$ cat config.mk
export PLATFORM = sky130hd
export DESIGN_NAME = dmfs_ctl_flat
export DESIGN_NICKNAME = d
export VERILOG_FILES = /design/src/logic/dmfs_pkg.sv /design/src/logic/dmfs_link_if.sv /design/src/logic/dmfs_ctl.sv /design/src/flat_wrapper.sv
export SDC_FILE = /design/constraint.sdc
export NUM_CORES = 1
export LEC_CHECK = 0
export ABC_AREA = 1
export BUFFER_PORTS_ARGS = -buffer_cell sky130_fd_sc_hd__buf_2
export CORE_UTILIZATION = 50
export CTS_BUF_LIST = sky130_fd_sc_hd__clkbuf_2
export DETAILED_ROUTE_END_ITERATION = 16
export HOLD_SLACK_MARGIN = 0.02
export PLACE_DENSITY = 0.76
export SETUP_SLACK_MARGIN = 0.4
export SYNTH_ARGS = -nofsm -noshare
export SYNTH_HDL_FRONTEND = slang
export SYNTH_SLANG_ARGS = --single-unit
$ cat constraint.sdc
create_clock -name i_sys_clk -period 3 [get_ports i_sys_clk]
set_input_delay 0.15 -clock i_sys_clk [delete_from_list [all_inputs] [get_ports i_sys_clk]]
set_output_delay 0.15 -clock i_sys_clk [all_outputs]
set_load 0.01 [all_outputs]
$ cat src/logic/dmfs_pkg.sv
//
// Overview of operation
// owner select low enables main buffers
// system strobe follows selected processor strobe
// strobe select follows owner select later
// dma handshake steered to bus owner
// second cpu switch read forces error
// null location $1f write holds second cpu
// switch location read raises main bus error
// switch access acknowledged by this logic
// watchdog ends accesses nobody acknowledges
// reset gives second processor the bus
// switch write asserts hold request
// end of switch write hands bus over
// strobe select falls two clocks later
// fault returns bus to second processor
// mmu withholds mapped strobe on fault
// second cpu starts three clocks after release
// handler writes dirty page before reload; the far-end fixer does no page work and goes straight to the switch access (read then write on a genuine error)
// forced error ends with main strobe
// genuine error uses read-modify-write on switch
// suspended main strobe resumes after switch
// owner or dma grant picks upper space
// dma stays idle while faults possible
// main acknowledge rests negated when detached
// asynchronous inputs synchronized before use; system acknowledge is also read raw for main ack and watchdog
`default_nettype none
package dmfs_pkg;

	// ****************************************
	// timing
	// ****************************************
	localparam int unsigned CLK_PERIOD_NS   = 40;
	localparam int unsigned WDOG_TIME_NS    = 2000;
	localparam int unsigned WDOG_CYCLES     = (WDOG_TIME_NS / CLK_PERIOD_NS);
	localparam int unsigned WDOG_W          = 8;
	localparam logic [WDOG_W-1:0] WDOG_LIMIT = WDOG_W'(WDOG_CYCLES);
	localparam logic [7:0]  SWITCH_LOC      = 8'h1f;
	localparam logic [1:0]  FIX_LEAD_CYCLES = 2'h3;

	// ****************************************
	// control logic state
	// ****************************************
	typedef struct packed {
		logic [1:0]        fault_sync;
		logic [1:0]        mas_sync;
		logic [1:0]        ack_sync;
		logic              hold_n;
		logic              owner;
		logic              ss_early;
		logic              ss;
		logic              switch_pend;
		logic              berr_n;
		logic              sw_ack_n;
		logic              wd_berr_n;
		logic [WDOG_W-1:0] wd_cnt;
		logic              as_sys_n;
		logic              main_ack_n;
		logic              main_br_n;
		logic              second_br_n;
		logic              dma_bg_n;
		logic              main_bgack_n;
		logic              second_bgack_n;
		logic              upper_space;
	} dmfs_ctl_t;

	localparam dmfs_ctl_t CTL_RESET = '{
		fault_sync: 2'h3, mas_sync: 2'h3, ack_sync: 2'h3,
		hold_n: 1'b1, owner: 1'b1, ss_early: 1'b1, ss: 1'b1,
		switch_pend: 1'b0, berr_n: 1'b1, sw_ack_n: 1'b1, wd_berr_n: 1'b1,
		wd_cnt: '0, as_sys_n: 1'b1, main_ack_n: 1'b1, main_br_n: 1'b1,
		second_br_n: 1'b1, dma_bg_n: 1'b1, main_bgack_n: 1'b1,
		second_bgack_n: 1'b1, upper_space: 1'b1};

	// ****************************************
	// far end (processors, mmu, memory)
	// ****************************************
	typedef enum logic [1:0] {M_IDLE, M_WAIT, M_END} dmfs_main_t;
	typedef enum logic [2:0] {F_HOLD, F_LEAD, F_READ, F_WRITE, F_RELEASE} dmfs_fix_t;

	typedef struct packed {
		dmfs_main_t main_st;
		dmfs_fix_t  fix_st;
		logic [1:0] lead_cnt;
		logic       bad;
		logic       err;
		logic       main_as_n;
		logic       second_as_n;
		logic       second_rw;
		logic       switch_sel;
		logic       mas_n;
		logic       sys_ack_n;
		logic       fault_n;
		logic       dma_br_n;
		logic       main_done;
		logic       main_berr;
		logic       fixer_busy;
	} dmfs_far_t;

	localparam dmfs_far_t FAR_RESET = '{
		main_st: M_IDLE, fix_st: F_HOLD, lead_cnt: 2'h0, bad: 1'b0, err: 1'b0,
		main_as_n: 1'b1, second_as_n: 1'b1, second_rw: 1'b1, switch_sel: 1'b0,
		mas_n: 1'b1, sys_ack_n: 1'b1, fault_n: 1'b1, dma_br_n: 1'b1,
		main_done: 1'b0, main_berr: 1'b0, fixer_busy: 1'b0};

endpackage : dmfs_pkg
`default_nettype wire

$ cat src/logic/dmfs_link_if.sv
`timescale 1ns/1ps
`default_nettype none
interface dmfs_link_if;
	// far end to control logic
	logic main_cpu_addr_strobe_n;
	logic second_cpu_addr_strobe_n;
	logic second_rw;
	logic switch_sel;
	logic unpop_sel;
	logic mapped_addr_strobe_n;
	logic system_ack_n;
	logic fault_n;
	logic dma_br_n;
	logic main_bg_n;
	logic second_bg_n;
	logic dma_bgack_n;
	// control logic to far end
	logic main_buf_en_n;
	logic owner_select;
	logic strobe_source_select;
	logic system_addr_strobe_n;
	logic second_cpu_hold_request_n;
	logic forced_bus_error_n;
	logic main_cpu_ack_n;
	logic switch_ack_n;
	logic watchdog_berr_n;
	logic main_br_n;
	logic second_br_n;
	logic dma_bg_n;
	logic main_bgack_n;
	logic second_bgack_n;
	logic upper_space;

	modport ctl (
		input  main_cpu_addr_strobe_n, second_cpu_addr_strobe_n, second_rw, switch_sel, unpop_sel,
		input  mapped_addr_strobe_n, system_ack_n, fault_n, dma_br_n, main_bg_n, second_bg_n,
		input  dma_bgack_n,
		output main_buf_en_n, owner_select, strobe_source_select, system_addr_strobe_n,
		output second_cpu_hold_request_n, forced_bus_error_n, main_cpu_ack_n, switch_ack_n,
		output watchdog_berr_n, main_br_n, second_br_n, dma_bg_n, main_bgack_n, second_bgack_n,
		output upper_space
	);

	modport far (
		output main_cpu_addr_strobe_n, second_cpu_addr_strobe_n, second_rw, switch_sel, unpop_sel,
		output mapped_addr_strobe_n, system_ack_n, fault_n, dma_br_n, main_bg_n, second_bg_n,
		output dma_bgack_n,
		input  main_buf_en_n, owner_select, strobe_source_select, system_addr_strobe_n,
		input  second_cpu_hold_request_n, forced_bus_error_n, main_cpu_ack_n, switch_ack_n,
		input  watchdog_berr_n, main_br_n, second_br_n, dma_bg_n, main_bgack_n, second_bgack_n,
		input  upper_space
	);
endinterface : dmfs_link_if
`default_nettype wire

$ cat src/logic/dmfs_ctl.sv
`timescale 1ns/1ps
`default_nettype none
module dmfs_ctl (
	input  wire logic       i_sys_clk,
	input  wire logic       i_resetn,
	dmfs_link_if.ctl        link,
	output var  logic       o_second_owns,
	output var  logic       o_bus_error_active
);
	import dmfs_pkg::*;

	// ****************************************
	// state
	// ****************************************
	dmfs_ctl_t st_reg;
	dmfs_ctl_t st_next;

	// ****************************************
	// next-state logic
	// ****************************************
	// one struct keeps ownership, strobe select, error and watchdog state together
	always_comb
	begin
		logic sw_access;
		logic sw_write;
		logic sw_read;
		logic fault_now;
		logic switch_end;
		logic ss_pick;
		sw_access = 1'b0;
		sw_write  = 1'b0;
		sw_read   = 1'b0;
		fault_now = 1'b0;
		switch_end = 1'b0;
		ss_pick   = 1'b0;
		st_next   = st_reg;

		// two-stage synchronizers, only stage one reads the pin
		st_next.fault_sync = {st_reg.fault_sync[0], link.fault_n};
		st_next.mas_sync   = {st_reg.mas_sync[0], link.mapped_addr_strobe_n};
		st_next.ack_sync   = {st_reg.ack_sync[0], link.system_ack_n};

		// switch location decode; only the second cpu can reach it while it owns the bus
		sw_access = st_reg.owner && !link.second_cpu_addr_strobe_n && link.switch_sel;
		sw_write  = sw_access && !link.second_rw;
		sw_read   = sw_access && link.second_rw;
		fault_now = !st_reg.fault_sync[1];

		// switch write clears the request flop: hold the second cpu off
		if (sw_write)
		begin
			st_next.hold_n      = 1'b0;
			st_next.switch_pend = 1'b1;
		end

		// owner flop clocks low once strobe and acknowledge of the switch write negate
		switch_end = st_reg.switch_pend && !sw_access && st_reg.mas_sync[1] && st_reg.ack_sync[1];
		if (switch_end)
		begin
			st_next.owner       = 1'b0;
			st_next.switch_pend = 1'b0;
		end

		// fault presets both flops; it outranks a pending switch
		if (fault_now)
		begin
			st_next.hold_n      = 1'b1;
			st_next.owner       = 1'b1;
			st_next.switch_pend = 1'b0;
		end

		// strobe select: preset while owner high, else falls after two edges
		if (st_next.owner)
		begin
			st_next.ss_early = 1'b1;
			st_next.ss       = 1'b1;
		end
		else
		begin
			// early stage trails owner by one edge, so the select drops on the second edge
			st_next.ss_early = st_reg.owner;
			st_next.ss       = st_reg.ss_early;
		end

		// strobe multiplexer; the suspended main strobe passes once select drops
		ss_pick = st_next.ss;
		st_next.as_sys_n = ss_pick ? link.second_cpu_addr_strobe_n
		                           : link.main_cpu_addr_strobe_n;

		// main acknowledge blocked while detached, as if pulled up
		st_next.main_ack_n = st_next.owner ? 1'b1 : link.system_ack_n;

		// forced bus error flop: set by switch read, preset by main strobe negation
		if (sw_read)
			st_next.berr_n = 1'b0;
		else if (link.main_cpu_addr_strobe_n)
			st_next.berr_n = 1'b1;

		// switch location answers itself since no timer part is assumed
		st_next.sw_ack_n = !sw_access;

		// watchdog: a strobe with no acknowledge for too long gets a bus error
		if (st_reg.as_sys_n)
		begin
			st_next.wd_cnt    = '0;
			st_next.wd_berr_n = 1'b1;
		end
		else if (!link.system_ack_n || !st_reg.sw_ack_n)
			st_next.wd_cnt = '0;
		else if (st_reg.wd_cnt == WDOG_LIMIT)
			st_next.wd_berr_n = 1'b0;
		else
			st_next.wd_cnt = st_reg.wd_cnt + 1'b1;

		// dma handshake follows the owner
		st_next.main_br_n      = st_next.owner ? 1'b1 : link.dma_br_n;
		st_next.second_br_n    = st_next.owner ? link.dma_br_n : 1'b1;
		st_next.dma_bg_n       = st_next.owner ? link.second_bg_n : link.main_bg_n;
		st_next.main_bgack_n   = st_next.owner ? 1'b1 : link.dma_bgack_n;
		st_next.second_bgack_n = st_next.owner ? link.dma_bgack_n : 1'b1;

		// upper address-space group for second cpu or dma
		st_next.upper_space = st_next.owner || !link.dma_bgack_n;
	end

	// ****************************************
	// registers
	// ****************************************
	// reset sets both ownership flops: second cpu released and in charge
	always_ff @(posedge i_sys_clk or negedge i_resetn)
	begin
		if (!i_resetn)
			st_reg <= CTL_RESET;
		else
			st_reg <= st_next;
	end

	// ****************************************
	// outputs
	// ****************************************
	// all straight from the state flops
	assign link.main_buf_en_n             = st_reg.owner;
	assign link.owner_select              = st_reg.owner;
	assign link.strobe_source_select      = st_reg.ss;
	assign link.system_addr_strobe_n      = st_reg.as_sys_n;
	assign link.second_cpu_hold_request_n = st_reg.hold_n;
	assign link.forced_bus_error_n        = st_reg.berr_n;
	assign link.main_cpu_ack_n            = st_reg.main_ack_n;
	assign link.switch_ack_n              = st_reg.sw_ack_n;
	assign link.watchdog_berr_n           = st_reg.wd_berr_n;
	assign link.main_br_n                 = st_reg.main_br_n;
	assign link.second_br_n               = st_reg.second_br_n;
	assign link.dma_bg_n                  = st_reg.dma_bg_n;
	assign link.main_bgack_n              = st_reg.main_bgack_n;
	assign link.second_bgack_n            = st_reg.second_bgack_n;
	assign link.upper_space               = st_reg.upper_space;
	assign o_second_owns                  = st_reg.owner;
	assign o_bus_error_active             = !st_reg.berr_n;

endmodule : dmfs_ctl
`default_nettype wire

$ cat src/flat_wrapper.sv
// flat-port wrapper written by rule: the top's interface ports become plain ports
module dmfs_ctl_flat import dmfs_pkg::*;
  (i_sys_clk, i_resetn, o_second_owns, o_bus_error_active, link_main_cpu_addr_strobe_n, link_second_cpu_addr_strobe_n, link_second_rw, link_switch_sel, link_unpop_sel, link_mapped_addr_strobe_n, link_system_ack_n, link_fault_n, link_dma_br_n, link_main_bg_n, link_second_bg_n, link_dma_bgack_n, link_main_buf_en_n, link_owner_select, link_strobe_source_select, link_system_addr_strobe_n, link_second_cpu_hold_request_n, link_forced_bus_error_n, link_main_cpu_ack_n, link_switch_ack_n, link_watchdog_berr_n, link_main_br_n, link_second_br_n, link_dma_bg_n, link_main_bgack_n, link_second_bgack_n, link_upper_space);
  dmfs_link_if link_i ();
  input  wire logic i_sys_clk;
  input  wire logic i_resetn;
  output var  logic o_second_owns;
  output var  logic o_bus_error_active;
  input wire logic [$bits(link_i.main_cpu_addr_strobe_n)-1:0] link_main_cpu_addr_strobe_n;
  input wire logic [$bits(link_i.second_cpu_addr_strobe_n)-1:0] link_second_cpu_addr_strobe_n;
  input wire logic [$bits(link_i.second_rw)-1:0] link_second_rw;
  input wire logic [$bits(link_i.switch_sel)-1:0] link_switch_sel;
  input wire logic [$bits(link_i.unpop_sel)-1:0] link_unpop_sel;
  input wire logic [$bits(link_i.mapped_addr_strobe_n)-1:0] link_mapped_addr_strobe_n;
  input wire logic [$bits(link_i.system_ack_n)-1:0] link_system_ack_n;
  input wire logic [$bits(link_i.fault_n)-1:0] link_fault_n;
  input wire logic [$bits(link_i.dma_br_n)-1:0] link_dma_br_n;
  input wire logic [$bits(link_i.main_bg_n)-1:0] link_main_bg_n;
  input wire logic [$bits(link_i.second_bg_n)-1:0] link_second_bg_n;
  input wire logic [$bits(link_i.dma_bgack_n)-1:0] link_dma_bgack_n;
  output wire logic [$bits(link_i.main_buf_en_n)-1:0] link_main_buf_en_n;
  output wire logic [$bits(link_i.owner_select)-1:0] link_owner_select;
  output wire logic [$bits(link_i.strobe_source_select)-1:0] link_strobe_source_select;
  output wire logic [$bits(link_i.system_addr_strobe_n)-1:0] link_system_addr_strobe_n;
  output wire logic [$bits(link_i.second_cpu_hold_request_n)-1:0] link_second_cpu_hold_request_n;
  output wire logic [$bits(link_i.forced_bus_error_n)-1:0] link_forced_bus_error_n;
  output wire logic [$bits(link_i.main_cpu_ack_n)-1:0] link_main_cpu_ack_n;
  output wire logic [$bits(link_i.switch_ack_n)-1:0] link_switch_ack_n;
  output wire logic [$bits(link_i.watchdog_berr_n)-1:0] link_watchdog_berr_n;
  output wire logic [$bits(link_i.main_br_n)-1:0] link_main_br_n;
  output wire logic [$bits(link_i.second_br_n)-1:0] link_second_br_n;
  output wire logic [$bits(link_i.dma_bg_n)-1:0] link_dma_bg_n;
  output wire logic [$bits(link_i.main_bgack_n)-1:0] link_main_bgack_n;
  output wire logic [$bits(link_i.second_bgack_n)-1:0] link_second_bgack_n;
  output wire logic [$bits(link_i.upper_space)-1:0] link_upper_space;
  assign link_i.main_cpu_addr_strobe_n = link_main_cpu_addr_strobe_n;
  assign link_i.second_cpu_addr_strobe_n = link_second_cpu_addr_strobe_n;
  assign link_i.second_rw = link_second_rw;
  assign link_i.switch_sel = link_switch_sel;
  assign link_i.unpop_sel = link_unpop_sel;
  assign link_i.mapped_addr_strobe_n = link_mapped_addr_strobe_n;
  assign link_i.system_ack_n = link_system_ack_n;
  assign link_i.fault_n = link_fault_n;
  assign link_i.dma_br_n = link_dma_br_n;
  assign link_i.main_bg_n = link_main_bg_n;
  assign link_i.second_bg_n = link_second_bg_n;
  assign link_i.dma_bgack_n = link_dma_bgack_n;
  assign link_main_buf_en_n = link_i.main_buf_en_n;
  assign link_owner_select = link_i.owner_select;
  assign link_strobe_source_select = link_i.strobe_source_select;
  assign link_system_addr_strobe_n = link_i.system_addr_strobe_n;
  assign link_second_cpu_hold_request_n = link_i.second_cpu_hold_request_n;
  assign link_forced_bus_error_n = link_i.forced_bus_error_n;
  assign link_main_cpu_ack_n = link_i.main_cpu_ack_n;
  assign link_switch_ack_n = link_i.switch_ack_n;
  assign link_watchdog_berr_n = link_i.watchdog_berr_n;
  assign link_main_br_n = link_i.main_br_n;
  assign link_second_br_n = link_i.second_br_n;
  assign link_dma_bg_n = link_i.dma_bg_n;
  assign link_main_bgack_n = link_i.main_bgack_n;
  assign link_second_bgack_n = link_i.second_bgack_n;
  assign link_upper_space = link_i.upper_space;
  dmfs_ctl u_core (.i_sys_clk(i_sys_clk), .i_resetn(i_resetn), .link(link_i), .o_second_owns(o_second_owns), .o_bus_error_active(o_bus_error_active));
endmodule
==> impl_metrics.toml, run 1 <==
[clock_tree]
cts.clk_slew.worst_paths_ns = 0.16
cts_setup_buffers = 0
cts_hold_buf = 13
numCtsBuffers = 5
clk_latency_ns = 0.38
cts-resized-gates = 0
cts_root_buf = "clkbuf_2"
cts_tree = "yes"
clock-sinks = 30
clk_path_buf_depth = 2
cts.htree.levels = 2

[grt]
grt_pass1_wl_um = 3850
use_met1_pct = 23.35
grt_most_used_layer = "met2"
grtUsageMet3_pct = 9.649
antenna_found_initial = 0
track_usage_pct = 21.93
grt_pass1_vias = 873
global_route.usage.met2_pct = 36.80
grt-ovfl-total = 0
grt_max_degree = 31

[worst_setup_path]
r2r_start = "u_core.link.main_buf_en_n$_DFF_PN1_"
crit_path_start = "u_core.link.main_buf_en_n$_DFF_PN1_"
cp_max_fo = 6
endpoint_kind = "register"
cpLargestDelayFamily = "flip-flops"
critPathKind = "register to register"
cp.required_ns = 3.32
start_kind = "register"
critPathSlowestCell = "dfstp_2"
critical_path.cell_chain = "nand3_4 > nand2_2 > nand2_2 > nand2_4 > inv_2 > nand2_1 > nand2_1 > dlygate4sd3_1"
max_stage_delay_ns = 0.62
cp_data_arrival_time_ns = 2.06
worst-path-buf-inv = 2

[drt]
drcViolationCount = 0
route.vias.total = 903
viasPerCell = 4.655
drt-wirelength-per-cell_um = 12.38
ant_nets = 0
first_pass_iters = 4
drtIter0Drc = 5
routed_wl_um = 2401

[sta]
hold_viol = 0
timing.final.crit_period_ns = 1.746
period_share_pct = 58.19
fin_skew_ns = 0.01130
final_max_slew_viol_count = 0
relSlewSlack_pct = 57.79
worst_pin_slew_ns = 0.6332
tns_ns = 0
setup_viol = 0
grt_setup_unrepaired = "false"
fmax_mhz = 572.9
hold-worst-slack_ns = 0.2999

[synth]
yosysSeqAreaShare_pct = 62.79
syn_area_per_cell_um2 = 10.49
syn_area_mm2 = 0.001237
synth_cells = 118
ys_ff_latch = 30
yosysWarnings = 0
synth_cell_types = 25
synth_nets = 134

[placed_design]
portBuffers = 29
placed_cell_area_mm2 = 0.001403
placedCellCount = 173
gp_congestion = 0.7903
dp_hpwl_um = 1539

[die]
rows = 17
die_w_um = 51.75
die_h_um = 51.75
start_util_pct = 54.37
core_area_mm2 = 0.002276
die_area_mm2 = 0.002678
io_pins = 31

[run]
cap_violations = 0

[layout]
layout_commonest_cell = "buf_2"
drive_gt1_share_pct = 41.57
largest_reg_flops = 13
final_nets = 181
fill_cells = 164
postLayoutCellArea_mm2 = 0.001574
mostFrequentLayoutCells = "buf_2, nand2_1, dfstp_2"
area_growth_pct = 27.20
stdcell_count = 194
diodes = 0

[min_path]
holdCritPathClass = "input port to async pin"

[run_status]
status = "completed"

[power]
ir_drop_uv = 394.4
power_density_mw_per_mm2 = 437.4
leakage_uw = 0.0007550
[path summary, 6_finish.rpt]
| path | to | slack (ns) | depth (start not counted) |
|---|---|---|---|
| worst max-delay path | u_core.link.dma_bg_n$_DFF_PN1_ | 1.25 | 8 |
| worst min-delay path | u_core.st_reg[12]$_DFFE_PN0P_ | 0.30 | 2 |
| worst max register to register | u_core.link.dma_bg_n$_DFF_PN1_ | 1.25 | 8 |
| worst min register to register | u_core.st_reg[25]$_DFF_PN1_ | 0.37 | 0 |
| max in group asynchronous | u_core.st_reg[19]$_DFFE_PN0P_ | 2.29 | 2 |
| min in group i_sys_clk | u_core.st_reg[25]$_DFF_PN1_ | 0.37 | 0 |
[synth_stat cells, drive strengths merged]
cell / count / area [um^2]
a21oi: 2 / 10.01
a31oi: 1 / 6.260
buf: 2 / 15.01
dfrtp: 9 / 225.2
dfstp: 21 / 551.8
ha: 2 / 25.02
inv: 19 / 71.31
nand2: 25 / 108.9
nand3: 8 / 57.56
nand3b: 2 / 15.01
nand4: 3 / 18.77
nor2: 14 / 67.57
o21ai: 4 / 20.02
o22ai: 1 / 6.260
or2: 2 / 12.52
xnor2: 1 / 8.760
xor2: 2 / 17.52
[routing by layer]
layer  share of wire (%)  vias to the layer above
met4                 1.8                        0
li1                    -                      462
met5                   0                        -
met1                  44                      416
met3                 4.4                        5
met2                  50                       20
[power breakdown]
part           internal (uW)  leakage, uW  switching [uW]  total (uW)
Sequential               426     0.000345            7.37         433
Clock                   52.9    0.0000264             139         192
Combinational           29.6     0.000383            33.4        62.9
Total                    508     0.000755             180         688
[cells by family after synthesis]
| family | synth area share (%) |
|---|---|
| compound gates | 3.439 |
| simple gates | 22.65 |
| buf+inv | 6.976 |
| xor+xnor | 2.124 |
| fa+ha+maj | 2.022 |
| flops | 62.79 |
[metrics by stage]
stage | power (uW) | worst slack (ns) | utilization (%)
finish | 688.5 | 1.254 | 69.16
global route | 722.1 | 1.114 | 69.16
CTS | 697.9 | 1.251 | 69.16
detailed placement | 489.0 | 1.758 | 61.63
global placement | 486.9 | 1.755 | 61.63
floorplan | 460.7 | 1.867 | -
[final cells by class]
cell class              count  area, um^2  area share [%]
clock inverters             3       16.27           1.033
inverters                  19       71.32           4.531
well taps                  28       35.03           2.226
clock buffers               5       25.02           1.590
multi-input cells          67       374.1           23.77
repair buffers             42       275.3           17.49
flip-flops and latches     30       777.0           49.36
No activity file was read; power rests on OpenSTA's default activity.
==> run 2: changes to the inputs <==
==> constraint.sdc (replaced) <==
create_clock -name i_sys_clk -period 1.68 [get_ports i_sys_clk]
set_input_delay 0.084 -clock i_sys_clk [delete_from_list [all_inputs] [get_ports i_sys_clk]]
set_output_delay 0.084 -clock i_sys_clk [all_outputs]
set_load 0.01 [all_outputs]
==> impl_metrics.toml, run 2 (synthesis gave the netlist of run 1 again) <==
[run_status]
status = "completed"

[drt]
drt-wirelength-per-cell_um = 12.09
drcViolationCount = 0
first_pass_iters = 4
drtIter0Drc = 19
routed_wl_um = 2357
viasPerCell = 4.826
route.vias.total = 941
ant_nets = 0

[worst_setup_path]
cp.required_ns = 1.96
cpMostUsedCell = "nand2_4"
endpoint_kind = "register"
cp_max_fo = 6
reg2reg_depth = 6
cp_data_arrival_time_ns = 1.52
max_stage_delay_ns = 0.55
critPathSlowestCell = "dfstp_2"
critical_path_depth = 6
critPathKind = "register to register"
critical_path.cell_chain = "nand2_1 > nor2_2 > nand2_4 > nand2_4 > nand2_4 > or2_1"
start_kind = "register"
cpLargestDelayFamily = "simple AND/OR/NAND/NOR gates"
worst-path-buf-inv = 0

[power]
p_sw_share_pct = 25.59
p_clk_share_pct = 27.1
power_density_mw_per_mm2 = 763.6
pwr-share-seq_pct = 63.3
leakage_uw = 0.0007653
ir_drop_uv = 673.1
p_sw_uw = 312.9
power_frac_comb_pct = 9.6
p_int_uw = 910.0

[grt]
grt_pass1_vias = 894
grt_pass1_wl_um = 3670
grt-ovfl-total = 0
antenna_found_initial = 0
grt_max_degree = 31
track_usage_pct = 20.08
grtUsageMet3_pct = 6.725
use_met1_pct = 21.33
grt_most_used_layer = "met2"
global_route.usage.met2_pct = 34.85

[clock_tree]
numCtsBuffers = 5
clk_path_buf_depth = 2
cts_root_buf = "clkbuf_2"
cts.clk_slew.worst_paths_ns = 0.15
cts.htree.levels = 2
clk_latency_ns = 0.34
clock-sinks = 30
cts_tree = "yes"

[layout]
largest_reg_flops = 13
drive_gt1_share_pct = 43.71
fill_cells = 166
stdcell_count = 195
diodes = 0
postLayoutCellArea_mm2 = 0.001602
mostFrequentLayoutCells = "buf_2, dfstp_2, nand2_1"
final_nets = 182
layout_commonest_cell = "buf_2"
area_growth_pct = 29.42

[placed_design]
gp_congestion = 0.7955
placed_cell_area_mm2 = 0.001403
placedCellCount = 173
portBuffers = 29
dp_hpwl_um = 1526
place_worst_setup_slack_ns = 0.4275

[run]
cap_violations = 0

[die]
core_area_mm2 = 0.002276
die_h_um = 51.75
rows = 17
io_pins = 31
die_area_mm2 = 0.002678
start_util_pct = 54.37
die_w_um = 51.75

[sta]
tns_ns = 0
hold_viol = 0
final_max_slew_viol_count = 0
period_share_pct = 73.85
setup_viol = 0
fmax_mhz = 806.0
setup_ws_ns = 0.4393
hold-worst-slack_ns = 0.2699
timing.final.crit_period_ns = 1.241
grt_setup_unrepaired = "true"
fin_skew_ns = 0.01178
relSlewSlack_pct = 57.86
worst_pin_slew_ns = 0.6321

[min_path]
holdCritPathClass = "input port to async pin"
run 2: cell types whose count changed in the layout (fill, tap and decap cells not counted), sizes merged:
cell / change
buf: +2
dlygate4sd3: -1
run 2: power by group through the flow:
stage,Sequential (uW),Clock (uW),Combinational (uW)
3_5_place_dp,785,0,89.3
6_report,774,331,118
3_3_place_gp,783,0,86.5
2_1_floorplan,789,0,34.0
5_1_grt,777,369,130
4_1_cts,774,342,112
run 2: final timing paths:
check / start / end / slack, ns
worst min-delay path: i_resetn / u_core.st_reg[13]$_DFFE_PN0P_ / 0.27
worst max-delay path: u_core.st_reg[27]$_DFF_PN1_ / u_core.link.main_cpu_ack_n$_DFF_PN1_ / 0.44
max in group asynchronous: i_resetn / u_core.st_reg[8]$_DFFE_PN0P_ / 0.99
worst max register to register: u_core.st_reg[27]$_DFF_PN1_ / u_core.link.main_cpu_ack_n$_DFF_PN1_ / 0.44
min in group i_sys_clk: u_core.st_next[25]$_DFF_PN1_ / u_core.st_reg[25]$_DFF_PN1_ / 0.37
worst min register to register: u_core.st_next[25]$_DFF_PN1_ / u_core.st_reg[25]$_DFF_PN1_ / 0.37
run 2: per-layer routing:
metal,up-vias,share of wire (%)
met5,-,0
met4,0,0.93
met3,3,5.6
met2,29,52
met1,448,41
li1,461,-
run 2: timing repair:
action                                  in CTS  in global routing
pin swaps                                    0                  4
setup buffers                                0                  2
hold buffers                                12                  0
endpoints found under the setup margin       1                  3
gates resized for setup                      1                  6
endpoints found under the hold margin       23                  0
run 2: cell type report:
cell class	instances	area (um^2)	area share, %
clock buffers	5	25.02	1.562
clock inverters	3	16.27	1.016
inverters	19	73.82	4.609
multi-input cells	67	394.1	24.61
flip-flops and latches	30	777.0	48.52
well taps	28	35.03	2.187
repair buffers	43	280.3	17.50
run 2: metrics by stage:
step                      total power (uW)  utilization (%)
after floorplan                      822.8                -
after global placement               869.6            61.63
after detailed placement             873.8            61.63
after CTS                             1227            68.94
after global routing                  1276            70.37
final                                 1223            70.37
